--- src/bdcu_pkg.sv ---
package bdcu_pkg;

  // cycles to wait for a free bus cycle before the cpu is frozen
  localparam int unsigned STEAL_LIMIT = 128;
  // handshake is off after reset
  localparam logic        ACK_EN_RST  = 1'b0;

  // hardware command opcodes
  localparam logic [7:0] OP_BACKGROUND     = 8'h90;
  localparam logic [7:0] OP_ACK_ON         = 8'hD5;
  localparam logic [7:0] OP_ACK_OFF        = 8'hD6;
  // firmware command opcodes that change execution
  localparam logic [7:0] OP_RESUME         = 8'h08;
  localparam logic [7:0] OP_RESUME_UNTIL   = 8'h0C;
  localparam logic [7:0] OP_STEP           = 8'h10;
  localparam logic [7:0] OP_RETIRED_RESUME = 8'h18;

  // opcode field positions
  localparam int unsigned OPB_READ  = 5;  // set on every read opcode
  localparam int unsigned OPB_WORD  = 3;  // word access on memory opcodes
  localparam int unsigned OPB_BDMAP = 2;  // debug space mapped in

  typedef enum logic [2:0] {S_IDLE, S_HW, S_FW, S_ENTER, S_LEAVE, S_RETURN} bdcu_cmd_state_t;
  typedef enum logic [1:0] {A_IDLE, A_WAIT, A_ACCESS} bdcu_acc_state_t;

  // byte lanes: bit 1 = high byte (even address), bit 0 = low byte (odd address)
  function automatic logic [1:0] bdcu_lanes(input logic word, input logic a0);
    bdcu_lanes = word ? 2'h3 : (a0 ? 2'h1 : 2'h2);
  endfunction : bdcu_lanes

  // memory opcodes E0/E4/E8/EC/C0/C4/C8/CC
  function automatic logic bdcu_is_mem(input logic [7:0] op);
    bdcu_is_mem = (op[7:6] == 2'h3) && !op[4] && (op[1:0] == 2'h0);
  endfunction : bdcu_is_mem

  // register access opcodes 42..47 and 62..67
  function automatic logic bdcu_is_fw(input logic [7:0] op);
    bdcu_is_fw = (op[7:6] == 2'h1) && (op[4:3] == 2'h0) && (op[2:1] != 2'h0);
  endfunction : bdcu_is_fw

endpackage : bdcu_pkg

--- src/bdcu_acc_if.sv ---
interface bdcu_acc_if;
  logic        req;
  logic        we;
  logic [1:0]  lanes;
  logic [15:0] rdata;
  logic        done;

  // command side asks, access engine answers
  modport cmd (output req, we, lanes, input  rdata, done);
  modport eng (input  req, we, lanes, output rdata, done);
endinterface : bdcu_acc_if

--- src/bdcu_steal.sv ---
module bdcu_steal import bdcu_pkg::*; #(
  parameter int unsigned STEAL_CYCLES = STEAL_LIMIT
) (
  // clock and reset
  input  wire logic        clk_i,
  input  wire logic        rst_n_i,
  // command side
  bdcu_acc_if.eng          acc,
  // cpu bus
  input  wire logic        bus_idle_i,
  input  wire logic        mem_wait_i,
  input  wire logic [15:0] mem_rdata_i,
  output      logic        mem_req_o,
  output      logic        freeze_o
);

  if (STEAL_CYCLES < 1 || STEAL_CYCLES > 255) begin : g_chk
    $error("steal limit must be 1 to 255");
  end

  typedef struct packed {
    bdcu_acc_state_t state;
    logic [7:0]      cnt;
    logic            stolen;
    logic            multi;
    logic            done;
    logic [15:0]     rdata;
  } bdcu_acc_reg_t;

  bdcu_acc_reg_t r_reg, r_next;

  // next state; done blocks a restart while the command side drops req
  always_comb begin
    r_next      = r_reg;
    r_next.done = 1'b0;
    unique case (r_reg.state)
      A_IDLE: if (acc.req && !r_reg.done) begin
        r_next.stolen = 1'b0;
        r_next.multi  = 1'b0;
        r_next.cnt    = 8'h01;
        r_next.state  = bus_idle_i ? A_ACCESS : A_WAIT;
      end
      A_WAIT: if (bus_idle_i) begin
        r_next.state = A_ACCESS;
      end else if (r_reg.cnt == 8'(STEAL_CYCLES)) begin
        r_next.stolen = 1'b1;  // RULE_01
        r_next.state  = A_ACCESS;
      end else begin
        r_next.cnt = r_reg.cnt + 8'h01;
      end
      A_ACCESS: if (!mem_wait_i) begin
        r_next.rdata = mem_rdata_i;
        r_next.done  = 1'b1;
        r_next.state = A_IDLE;
      end else begin
        r_next.multi = 1'b1;  // RULE_03
      end
      default: r_next.state = A_IDLE;
    endcase
  end

  always_ff @(posedge clk_i or negedge rst_n_i) begin
    if (!rst_n_i) begin
      r_reg <= '0;
    end else begin
      r_reg <= r_next;
    end
  end

  assign mem_req_o = (r_reg.state == A_ACCESS);
  // a found idle cycle leaves the cpu alone; a dragging access stays frozen to its last cycle
  assign freeze_o  = mem_req_o && (r_reg.stolen || r_reg.multi || mem_wait_i);  // RULE_02 RULE_03
  assign acc.done  = r_reg.done;
  assign acc.rdata = r_reg.rdata;

  chk_steal_limit: assert property (@(posedge clk_i) disable iff (!rst_n_i) // RULE_01
    (r_reg.state == A_WAIT && !bus_idle_i && r_reg.cnt == 8'(STEAL_CYCLES)) |=> freeze_o)
    else $error("no steal after wait limit");
  chk_no_early_freeze: assert property (@(posedge clk_i) disable iff (!rst_n_i) // RULE_02
    (r_reg.state == A_WAIT && bus_idle_i) |=> (mem_wait_i || !freeze_o))
    else $error("cpu frozen on single free-cycle access");
  chk_multi_freeze: assert property (@(posedge clk_i) disable iff (!rst_n_i) // RULE_03
    (mem_req_o && mem_wait_i) |=> (freeze_o || !mem_req_o))
    else $error("multi-cycle access not frozen");

endmodule : bdcu_steal

--- src/bdcu_top.sv ---
// Overview of operation
// RULE_01: pending memory command waits for idle bus; after 128 cycles freeze cpu and steal.
// RULE_02: single-cycle access in a free bus cycle leaves the cpu running.
// RULE_03: multi-cycle access keeps the cpu frozen until it completes.
// RULE_04: hardware commands run whether or not debug mode is active.
// RULE_05: debug space mapped in only during that one access cycle.
// RULE_06: with handshake, ack when read data is ready or write completed.
// RULE_07: opcode 90 requests debug entry if enabled; ack on entry.
// RULE_08: D5 turns handshake on and acks; D6 turns it off silently.
// RULE_09: reads carry 16-bit address, return 16 bits; E4/EC mapped, E0/E8 not.
// RULE_10: writes carry address and data; C4/CC mapped, C0/C8 not.
// RULE_11: byte data: odd address in low byte, even address in high byte.
// RULE_12: host issues word accesses only at even addresses.
// RULE_13: user code suspended in debug mode; register commands only there.
// RULE_14: debug window 0x3_FF00 to 0x3_FFFF visible while debug mode active.
// RULE_15: in debug mode each received command is executed as it arrives.
// RULE_16: 62 reads word at X+2, 42 writes word at X+2.
// RULE_17: 63..67 fetch_program_counter,D,X,Y,SP; 43..47 write them.
// RULE_18: 08 resumes user code; ack when debug mode is left.
// RULE_19: 0C resumes user code; ack only when debug mode is re-entered.
// RULE_20: 10 runs one instruction, returns to debug mode, acks on return.
// RULE_21: retired opcode 18 behaves exactly like resume.
// RULE_22: frame is opcode, then 16-bit address and/or 16-bit data.
// RULE_23: entry command while debug not enabled is ignored, cpu not delayed.
// RULE_24: host waits 150 cycles after a read address before reading data.
// RULE_25: register commands outside debug mode and unknown opcodes are ignored, no ack.
module bdcu_top import bdcu_pkg::*; #(
  parameter int unsigned STEAL_CYCLES = STEAL_LIMIT
) (
  // clock and reset
  input  wire logic        CLK_I,
  input  wire logic        RESET_N_I,
  // decoded command frames from the serial layer
  input  wire logic        CMD_VALID_I,
  input  wire logic [7:0]  CMD_OPCODE_I,
  input  wire logic [15:0] CMD_ADDR_I,
  input  wire logic [15:0] CMD_DATA_I,
  output      logic        CMD_READY_O,
  // answers to the serial layer
  output      logic        RESP_VALID_O,
  output      logic [15:0] RESP_DATA_O,
  output      logic        ACK_PULSE_O,
  output      logic        ACK_ENABLED_O,
  // cpu debug control
  input  wire logic        DEBUG_ENABLE_I,
  input  wire logic        DEBUG_ACTIVE_I,
  output      logic        BG_REQ_O,
  output      logic        RESUME_O,
  output      logic        STEP_O,
  output      logic        DEBUG_MAP_O,
  // register commands handed to the debug firmware
  output      logic        FW_REQ_O,
  output      logic [7:0]  FW_CODE_O,
  output      logic [15:0] FW_WDATA_O,
  input  wire logic        FW_DONE_I,
  input  wire logic [15:0] FW_RDATA_I,
  // memory bus
  input  wire logic        BUS_IDLE_I,
  input  wire logic        MEM_WAIT_I,
  input  wire logic [15:0] MEM_RDATA_I,
  output      logic        MEM_REQ_O,
  output      logic        MEM_WE_O,
  output      logic        MEM_BD_MAP_O,
  output      logic [1:0]  MEM_LANES_O,
  output      logic [15:0] MEM_ADDR_O,
  output      logic [15:0] MEM_WDATA_O,
  output      logic        FREEZE_O
);

  if (STEAL_CYCLES < 1 || STEAL_CYCLES > 255) begin : g_chk
    $error("steal limit must be 1 to 255");
  end

  typedef struct packed {
    bdcu_cmd_state_t state;
    logic [7:0]      op;
    logic [15:0]     addr;
    logic [15:0]     wdata;
    logic [1:0]      lanes;
    logic            ack_en;
    logic            left;
    logic            ack;
    logic            resp_valid;
    logic [15:0]     resp_data;
    logic            bg_req;
    logic            resume;
    logic            step;
  } bdcu_top_reg_t;

  localparam bdcu_top_reg_t TOP_RST = '{ack_en: ACK_EN_RST, state: S_IDLE, default: '0};

  bdcu_top_reg_t r_reg, r_next;
  logic          accept;
  logic          is_mem;
  logic          is_fw;

  bdcu_acc_if acc_bus ();

  // cycle-steal engine for memory commands
  bdcu_steal #(
    .STEAL_CYCLES (STEAL_CYCLES)
  ) u_steal (
    .clk_i       (CLK_I),
    .rst_n_i     (RESET_N_I),
    .acc         (acc_bus.eng),
    .bus_idle_i  (BUS_IDLE_I),
    .mem_wait_i  (MEM_WAIT_I),
    .mem_rdata_i (MEM_RDATA_I),
    .mem_req_o   (MEM_REQ_O),
    .freeze_o    (FREEZE_O)
  );

  // a new frame is taken when idle, or while waiting on a resume that may never return
  assign accept = CMD_VALID_I && (r_reg.state == S_IDLE || r_reg.state == S_RETURN);
  assign is_mem = bdcu_is_mem(CMD_OPCODE_I);  // RULE_22
  assign is_fw  = bdcu_is_fw(CMD_OPCODE_I);

  // command sequencer
  always_comb begin
    r_next            = r_reg;
    r_next.ack        = 1'b0;
    r_next.resp_valid = 1'b0;
    r_next.bg_req     = 1'b0;
    r_next.resume     = 1'b0;
    r_next.step       = 1'b0;

    // completion of the command in flight
    unique case (r_reg.state)
      S_IDLE: begin
      end
      S_HW: if (acc_bus.done) begin
        if (r_reg.op[OPB_READ]) begin  // RULE_09
          r_next.resp_valid = 1'b1;
          // unused lane reads as zero
          r_next.resp_data  = acc_bus.rdata &
                              {{8{r_reg.lanes[1]}}, {8{r_reg.lanes[0]}}};  // RULE_11
        end
        r_next.ack   = r_reg.ack_en;  // RULE_06
        r_next.state = S_IDLE;
      end
      S_FW: if (FW_DONE_I) begin
        if (r_reg.op[OPB_READ]) begin  // RULE_17
          r_next.resp_valid = 1'b1;
          r_next.resp_data  = FW_RDATA_I;
        end
        r_next.ack   = r_reg.ack_en;  // RULE_06
        r_next.state = S_IDLE;
      end
      S_ENTER: if (DEBUG_ACTIVE_I) begin
        r_next.ack   = r_reg.ack_en;  // RULE_07
        r_next.state = S_IDLE;
      end
      S_LEAVE: if (!DEBUG_ACTIVE_I) begin
        r_next.ack   = r_reg.ack_en;  // RULE_18
        r_next.state = S_IDLE;
      end
      S_RETURN: if (!DEBUG_ACTIVE_I) begin
        r_next.left = 1'b1;
      end else if (r_reg.left) begin
        r_next.ack   = r_reg.ack_en;  // RULE_19 RULE_20
        r_next.state = S_IDLE;
      end
      default: r_next.state = S_IDLE;
    endcase

    // decode of a newly taken frame; overrides a pending S_RETURN wait
    if (accept) begin
      r_next.state = S_IDLE;
      r_next.ack   = 1'b0;
      r_next.op    = CMD_OPCODE_I;
      r_next.wdata = CMD_DATA_I;
      r_next.left  = 1'b0;
      r_next.lanes = bdcu_lanes(CMD_OPCODE_I[OPB_WORD], CMD_ADDR_I[0]);
      // word accesses drop the address lsb
      r_next.addr  = CMD_OPCODE_I[OPB_WORD] && is_mem ?
                     {CMD_ADDR_I[15:1], 1'b0} : CMD_ADDR_I;  // RULE_12
      case (CMD_OPCODE_I)
        OP_BACKGROUND: if (DEBUG_ENABLE_I) begin  // RULE_23
          r_next.bg_req = 1'b1;  // RULE_07
          if (DEBUG_ACTIVE_I) begin
            r_next.ack = r_reg.ack_en;
          end else begin
            r_next.state = S_ENTER;
          end
        end
        OP_ACK_ON: begin
          r_next.ack_en = 1'b1;  // RULE_08
          r_next.ack    = 1'b1;
        end
        OP_ACK_OFF: begin
          r_next.ack_en = 1'b0;  // RULE_08
        end
        OP_RESUME, OP_RETIRED_RESUME: if (DEBUG_ACTIVE_I) begin  // RULE_21
          r_next.resume = 1'b1;  // RULE_18
          r_next.state  = S_LEAVE;
        end
        OP_RESUME_UNTIL: if (DEBUG_ACTIVE_I) begin
          r_next.resume = 1'b1;  // RULE_19
          r_next.state  = S_RETURN;
        end
        OP_STEP: if (DEBUG_ACTIVE_I) begin
          r_next.step  = 1'b1;  // RULE_20
          r_next.state = S_RETURN;
        end
        default: begin
          if (is_mem) begin
            r_next.state = S_HW;  // RULE_04
          end else if (is_fw && DEBUG_ACTIVE_I) begin
            r_next.state = S_FW;  // RULE_13 RULE_15
          end
          // anything else falls through silently
        end
      endcase
    end
  end

  always_ff @(posedge CLK_I or negedge RESET_N_I) begin
    if (!RESET_N_I) begin
      r_reg <= TOP_RST;
    end else begin
      r_reg <= r_next;
    end
  end

  // steal engine request
  assign acc_bus.req   = (r_reg.state == S_HW);
  assign acc_bus.we    = !r_reg.op[OPB_READ];  // RULE_10
  assign acc_bus.lanes = r_reg.lanes;

  // memory bus data from the latched frame
  assign MEM_WE_O     = acc_bus.we;
  assign MEM_LANES_O  = r_reg.lanes;
  assign MEM_ADDR_O   = r_reg.addr;
  assign MEM_WDATA_O  = r_reg.wdata;
  // debug space overlays the application only in the actual access cycle
  assign MEM_BD_MAP_O = MEM_REQ_O && r_reg.op[OPB_BDMAP];  // RULE_05

  // firmware handoff; next-word opcodes leave the x+2 step to the firmware
  assign FW_REQ_O   = (r_reg.state == S_FW);  // RULE_16
  assign FW_CODE_O  = r_reg.op;
  assign FW_WDATA_O = r_reg.wdata;

  // debug window overlays 0x3_FF00..0x3_FFFF for as long as debug mode lasts
  assign DEBUG_MAP_O = DEBUG_ACTIVE_I;  // RULE_14

  // answers
  assign CMD_READY_O   = accept || (r_reg.state == S_IDLE);
  assign RESP_VALID_O  = r_reg.resp_valid;
  assign RESP_DATA_O   = r_reg.resp_data;
  assign ACK_PULSE_O   = r_reg.ack;
  assign ACK_ENABLED_O = r_reg.ack_en;
  assign BG_REQ_O      = r_reg.bg_req;
  assign RESUME_O      = r_reg.resume;
  assign STEP_O        = r_reg.step;

  chk_ack_on_pulse: assert property (@(posedge CLK_I) disable iff (!RESET_N_I) // RULE_08
    (accept && CMD_OPCODE_I == OP_ACK_ON) |=> (ACK_PULSE_O && ACK_ENABLED_O))
    else $error("handshake enable gave no pulse");

  chk_ack_off_quiet: assert property (@(posedge CLK_I) disable iff (!RESET_N_I) // RULE_08
    (accept && CMD_OPCODE_I == OP_ACK_OFF) |=> (!ACK_PULSE_O && !ACK_ENABLED_O))
    else $error("handshake disable misbehaved");

  chk_ack_gated: assert property (@(posedge CLK_I) disable iff (!RESET_N_I) // RULE_06
    ACK_PULSE_O |-> ACK_ENABLED_O ##1 !ACK_PULSE_O)
    else $error("ack pulse without handshake or too long");

  chk_bg_ignored: assert property (@(posedge CLK_I) disable iff (!RESET_N_I) // RULE_23
    (accept && CMD_OPCODE_I == OP_BACKGROUND && !DEBUG_ENABLE_I)
      |=> (!BG_REQ_O && CMD_READY_O && !ACK_PULSE_O))
    else $error("entry command acted while disabled");

  chk_fw_outside: assert property (@(posedge CLK_I) disable iff (!RESET_N_I) // RULE_25
    (accept && is_fw && !DEBUG_ACTIVE_I) |=> (!FW_REQ_O && !ACK_PULSE_O))
    else $error("register command ran outside debug mode");

  chk_hw_read_ack: assert property (@(posedge CLK_I) disable iff (!RESET_N_I) // RULE_06
    (r_reg.state == S_HW && acc_bus.done && r_reg.op[OPB_READ])
      |=> (RESP_VALID_O && ACK_PULSE_O == ACK_ENABLED_O))
    else $error("read data or ack missing");

  chk_byte_lane: assert property (@(posedge CLK_I) disable iff (!RESET_N_I) // RULE_11
    (RESP_VALID_O && r_reg.lanes == 2'h1) |-> (RESP_DATA_O[15:8] == 8'h00))
    else $error("odd byte not in low lane");

  chk_bd_map_cycle: assert property (@(posedge CLK_I) disable iff (!RESET_N_I) // RULE_05
    MEM_BD_MAP_O |-> (MEM_REQ_O && r_reg.state == S_HW))
    else $error("debug space mapped outside access");

  chk_hw_any_mode: assert property (@(posedge CLK_I) disable iff (!RESET_N_I) // RULE_04
    (accept && is_mem) |=> acc_bus.req)
    else $error("memory command not started");

  chk_resume_leave: assert property (@(posedge CLK_I) disable iff (!RESET_N_I) // RULE_18
    (r_reg.state == S_LEAVE && !DEBUG_ACTIVE_I) |=> (ACK_PULSE_O == ACK_ENABLED_O))
    else $error("resume ack not on leaving");

  // execution control, answer data and lane placement
  chk_bg_pulse: assert property (@(posedge CLK_I) disable iff (!RESET_N_I) // RULE_07
    (accept && CMD_OPCODE_I == OP_BACKGROUND && DEBUG_ENABLE_I) |=> BG_REQ_O)
    else $error("entry request missing");

  chk_entry_ack: assert property (@(posedge CLK_I) disable iff (!RESET_N_I) // RULE_07
    (r_reg.state == S_ENTER && DEBUG_ACTIVE_I) |=> (ACK_PULSE_O == ACK_ENABLED_O))
    else $error("entry ack wrong");

  chk_return_quiet: assert property (@(posedge CLK_I) disable iff (!RESET_N_I) // RULE_19
    (r_reg.state == S_RETURN && !DEBUG_ACTIVE_I) |=> !ACK_PULSE_O)
    else $error("ack before return");

  chk_step_pulse: assert property (@(posedge CLK_I) disable iff (!RESET_N_I) // RULE_20
    (accept && CMD_OPCODE_I == OP_STEP && DEBUG_ACTIVE_I) |=> (STEP_O && !RESUME_O))
    else $error("step pulse wrong");

  chk_retired_go: assert property (@(posedge CLK_I) disable iff (!RESET_N_I) // RULE_21
    (accept && CMD_OPCODE_I == OP_RETIRED_RESUME && DEBUG_ACTIVE_I) |=> (RESUME_O && !STEP_O))
    else $error("retired opcode not resume");

  chk_go_outside: assert property (@(posedge CLK_I) disable iff (!RESET_N_I) // RULE_13
    (accept && CMD_OPCODE_I == OP_RESUME && !DEBUG_ACTIVE_I) |=> !RESUME_O)
    else $error("resume outside debug mode");

  chk_fw_answer: assert property (@(posedge CLK_I) disable iff (!RESET_N_I) // RULE_17
    (r_reg.state == S_FW && FW_DONE_I && r_reg.op[OPB_READ])
      |=> (RESP_VALID_O && RESP_DATA_O == $past(FW_RDATA_I)))
    else $error("register read data lost");

  chk_write_ack: assert property (@(posedge CLK_I) disable iff (!RESET_N_I) // RULE_06
    (r_reg.state == S_HW && acc_bus.done && !r_reg.op[OPB_READ])
      |=> (!RESP_VALID_O && ACK_PULSE_O == ACK_ENABLED_O))
    else $error("write ack wrong");

  chk_lane_even: assert property (@(posedge CLK_I) disable iff (!RESET_N_I) // RULE_11
    (RESP_VALID_O && r_reg.lanes == 2'h2 && bdcu_is_mem(r_reg.op))
      |-> (RESP_DATA_O[7:0] == 8'h00))
    else $error("even byte not in high lane");

  chk_word_even: assert property (@(posedge CLK_I) disable iff (!RESET_N_I) // RULE_12
    (MEM_REQ_O && MEM_LANES_O == 2'h3) |-> !MEM_ADDR_O[0])
    else $error("word access at odd address");

endmodule : bdcu_top

--- config.mk ---
export PLATFORM = sky130hd
export DESIGN_NAME = bdcu_top
export DESIGN_NICKNAME = d
export VERILOG_FILES = /design/src/bdcu_pkg.sv /design/src/bdcu_acc_if.sv /design/src/bdcu_steal.sv /design/src/bdcu_top.sv
export SDC_FILE = /design/constraint.sdc
export NUM_CORES = 1
export LEC_CHECK = 0
export BUFFER_PORTS_ARGS = -buffer_cell sky130_fd_sc_hd__buf_4
export CORE_MARGIN = 10
export CORE_UTILIZATION = 54
export CTS_BUF_LIST = sky130_fd_sc_hd__clkbuf_16
export DETAILED_ROUTE_END_ITERATION = 7
export HOLD_SLACK_MARGIN = 0.15
export PLACE_DENSITY = 0.85
export SLEW_MARGIN = 20
export SYNTH_ARGS = -nofsm -noshare
export SYNTH_HDL_FRONTEND = slang
export SYNTH_SLANG_ARGS = --single-unit
export TNS_END_PERCENT = 20
--- constraint.sdc ---
create_clock -name CLK_I -period 4.25 [get_ports CLK_I]
set_input_delay 0.2125 -clock CLK_I [delete_from_list [all_inputs] [get_ports CLK_I]]
set_output_delay 0.2125 -clock CLK_I [all_outputs]
set_load 0.05 [all_outputs]
==> run_results.csv <==
group,metric,value,unit
yosys,ys_ff_latch,97,
placement,place.detailed.hpwl,9060,um
yosys,synth_sequential_area_ratio,0.502,
worst_setup_path,critPathMaxFanout,38,
die,total_i_o_pin_count,167,
yosys,synth-edff-count,0,
die,fp.dieArea,0.0131,mm2
global_route,grt_remaining_overflow,0,
timing,setup_violations,0,
yosys,post_synth_inst_count,496,
yosys,syn-mean-instance-area,9.75,um2
die,design.core.area,0.00872,mm2
worst_setup_path,timing.critical_path.required,4460,ps
layout,commonest_cells_after_routing_fill_and_taps_aside,"sky130_fd_sc_hd__buf_4 (170), sky130_fd_sc_hd__nand2_1 (125), sky130_fd_sc_hd__dfrtp_1 (97)",
global_route,wire_length_of_the_first_global_routing_pass,22300,um
yosys,syn_nets,578,
detailed_routing,vias_per_cell,5.18,
detailed_routing,ant_nets,0,
timing,timing_max_transition_violations_final,0,
run,timing.max_cap.violations,0,
global_route,grtUsageTotal,0.210,
hold_path,min_path_type,"primary input to flip-flop",
layout,layout_commonest_cell,"sky130_fd_sc_hd__buf_4",
die,std_cell_rows,34,
cts,cts.htree.levels,3,
worst_setup_path,worstSetupStartpointType,"flip-flop",
placement,io_buffer_count,166,
layout,synthToLayoutAreaGrowth,36.3,%
yosys,cell_area_after_technology_mapping,0.00483,mm2
cts,cts_tree,"yes",
worst_setup_path,worst-endpoint-arrival,2410,ps
detailed_routing,routed_wire_length_per_instance,18.0,um
cts,cts_num_sinks,97,
yosys,dominantRegCellSynth,"sky130_fd_sc_hd__dfrtp_1",
timing,timing_hold_violations_final,0,
layout,drive_gt1_frac,0.312,
global_route,pin_count_of_the_biggest_net_entering_global_routing,51,
timing,setup-tns-final,0,ps
yosys,post_synth_arst_share,1.00,
layout,layout.core_utilization,0.756,
timing,unrepaired_setup_endpoints_after_global_routing,"no",
cts,tritoncts_buffers,9,
global_route,antenna_found_initial,0,
cts,holdBufCountCts,72,
detailed_routing,detailroute.via_count,3974,
cts,cts_resized,0,
detailed_routing,detailed_route_drc_error_count,0,
worst_setup_path,critical_path_class,"flip-flop to flip-flop",
global_route,vias_in_the_first_global_route,4244,
die,die_y,115,um
yosys,count_of_unique_library_cells_instantiated_by_yosys,52,
timing,tightestPinTransition,739,ps
detailed_routing,drt_iter0_drc,366,
layout,number_of_nets_in_the_final_layout,735,
cts,clk_lat_worst_skew,340,ps
power_and_ir_drop,peakVddDrop,0.250,mV
timing,max_slew_margin,0.506,
power_and_ir_drop,cellLeakagePower,3.31,nW
detailed_routing,wire_length_reported_by_the_detailed_router,13800,um
timing,final_period_minus_worst_setup_slack,2190,ps
yosys,yosys_synthesis_warning_count,0,
cts,post-cts-setup-buffer-count,0,
placement,finalWeightedCongestion,0.808,
die,initial_utilization,0.554,
timing,skew,10.2,ps
die,die_w,115,um
detailed_routing,firstDrtPassIters,4,
power_and_ir_drop,power_per_cell_area,433,mW/mm2
worst_setup_path,crit_path_end_kind,"flip-flop",
cts,clock_path_buffers,2,
cts,cell_at_the_root_of_the_clock_tree,"sky130_fd_sc_hd__clkbuf_16",
timing,post-route-period-util,0.516,
status,status,"complete, no violations",
layout,num-fill-cells,580,
cts,cts.reportedPaths.clkPinSlew,60,ps
timing,fmax,456,MHz
## worst paths after layout
path,slack [ps],startpoint,to,cells after the start
min in group asynchronous,420,RESET_N_I,u_steal.r_reg[22],2
max in group asynchronous,2750,RESET_N_I,RESP_DATA_O[10],3
min reg2reg,480,MEM_ADDR_O[11],MEM_ADDR_O[11],2
max,2060,r_reg[67],ACK_ENABLED_O,6
min,150,CMD_OPCODE_I[5],FW_CODE_O[5],3
max reg2reg,2060,r_reg[67],ACK_ENABLED_O,6
## synth_stat cells (5+ instances only)
master	n	area, um2
sky130_fd_sc_hd__nor2_1	20	75.1
sky130_fd_sc_hd__a21oi_1	7	35.0
sky130_fd_sc_hd__buf_4	77	578
sky130_fd_sc_hd__o21ai_0	17	85.1
sky130_fd_sc_hd__a221o_1	16	160
sky130_fd_sc_hd__nor2b_1	19	119
sky130_fd_sc_hd__buf_2	13	65.1
sky130_fd_sc_hd__nand2_1	125	469
sky130_fd_sc_hd__nor3_1	6	30.0
sky130_fd_sc_hd__dfrtp_1	97	2430
sky130_fd_sc_hd__inv_1	8	30.0
sky130_fd_sc_hd__nand2b_1	5	31.3
sky130_fd_sc_hd__and2_1	5	31.3
sky130_fd_sc_hd__mux2_2	15	169
## layout make-up
class                           count  area, um2  area share
Inverter                            9       33.8     0.00513
Tap cell                          108        135      0.0205
Clock inverter                      6       61.3     0.00930
Clock buffer                        9        225      0.0342
Multi-Input combinational cell    294       1710       0.259
Sequential cell                    97       2430       0.368
Timing Repair Buffer              242       2000       0.303
Antenna cell                        2       5.00    0.000759
## per-stage QoR
step           area, um2  hold slack [ps]  cells  worst slack (ps)  power (mW)
6_report            6590              155    767              2060        2.85
3_5_place_dp        5570              267    678              1950        2.02
3_3_place_gp        5570              258    678              2140        1.99
5_1_grt             6590              159    765              1930        2.99
4_1_cts             6580              154    765              1920        2.86
2_1_floorplan       4830            -83.1    496              2000        1.84
## per-layer routing
layer	GRT usage	wire, um
met1	0.235	5230
met2	0.371	7420
met3	0.0524	856
met4	0.0827	303
met5	0	0
## where the power goes
part / switching [mW] / internal, mW
Sequential: 0.112 / 1.09
Clock: 0.334 / 0.450
Combinational: 0.538 / 0.332
## logic make-up (layout without fill, tap and decap cells)
group           Yosys count  in the layout  share of synthesized area
flops                    97             97                      0.502
xor+xnor                  4              4                    0.00725
compound gates           60             60                     0.0906
mux                      18             18                     0.0417
other cells               0              2                          0
fa+ha+maj                 2              2                    0.00518
simple gates            210            210                      0.205
buf+inv                 105            266                      0.148
## critical path, stage by stage, from the launching register on
cell and delay [ps]:
sky130_fd_sc_hd__dfrtp_1 560, sky130_fd_sc_hd__or2_2 420, sky130_fd_sc_hd__a21o_1 270, sky130_fd_sc_hd__buf_4 300, sky130_fd_sc_hd__nor4_4 300, sky130_fd_sc_hd__nand2b_1 90
sky130_fd_sc_hd__o2bb2ai_1 120
Power figures use the tool's default switching activity.
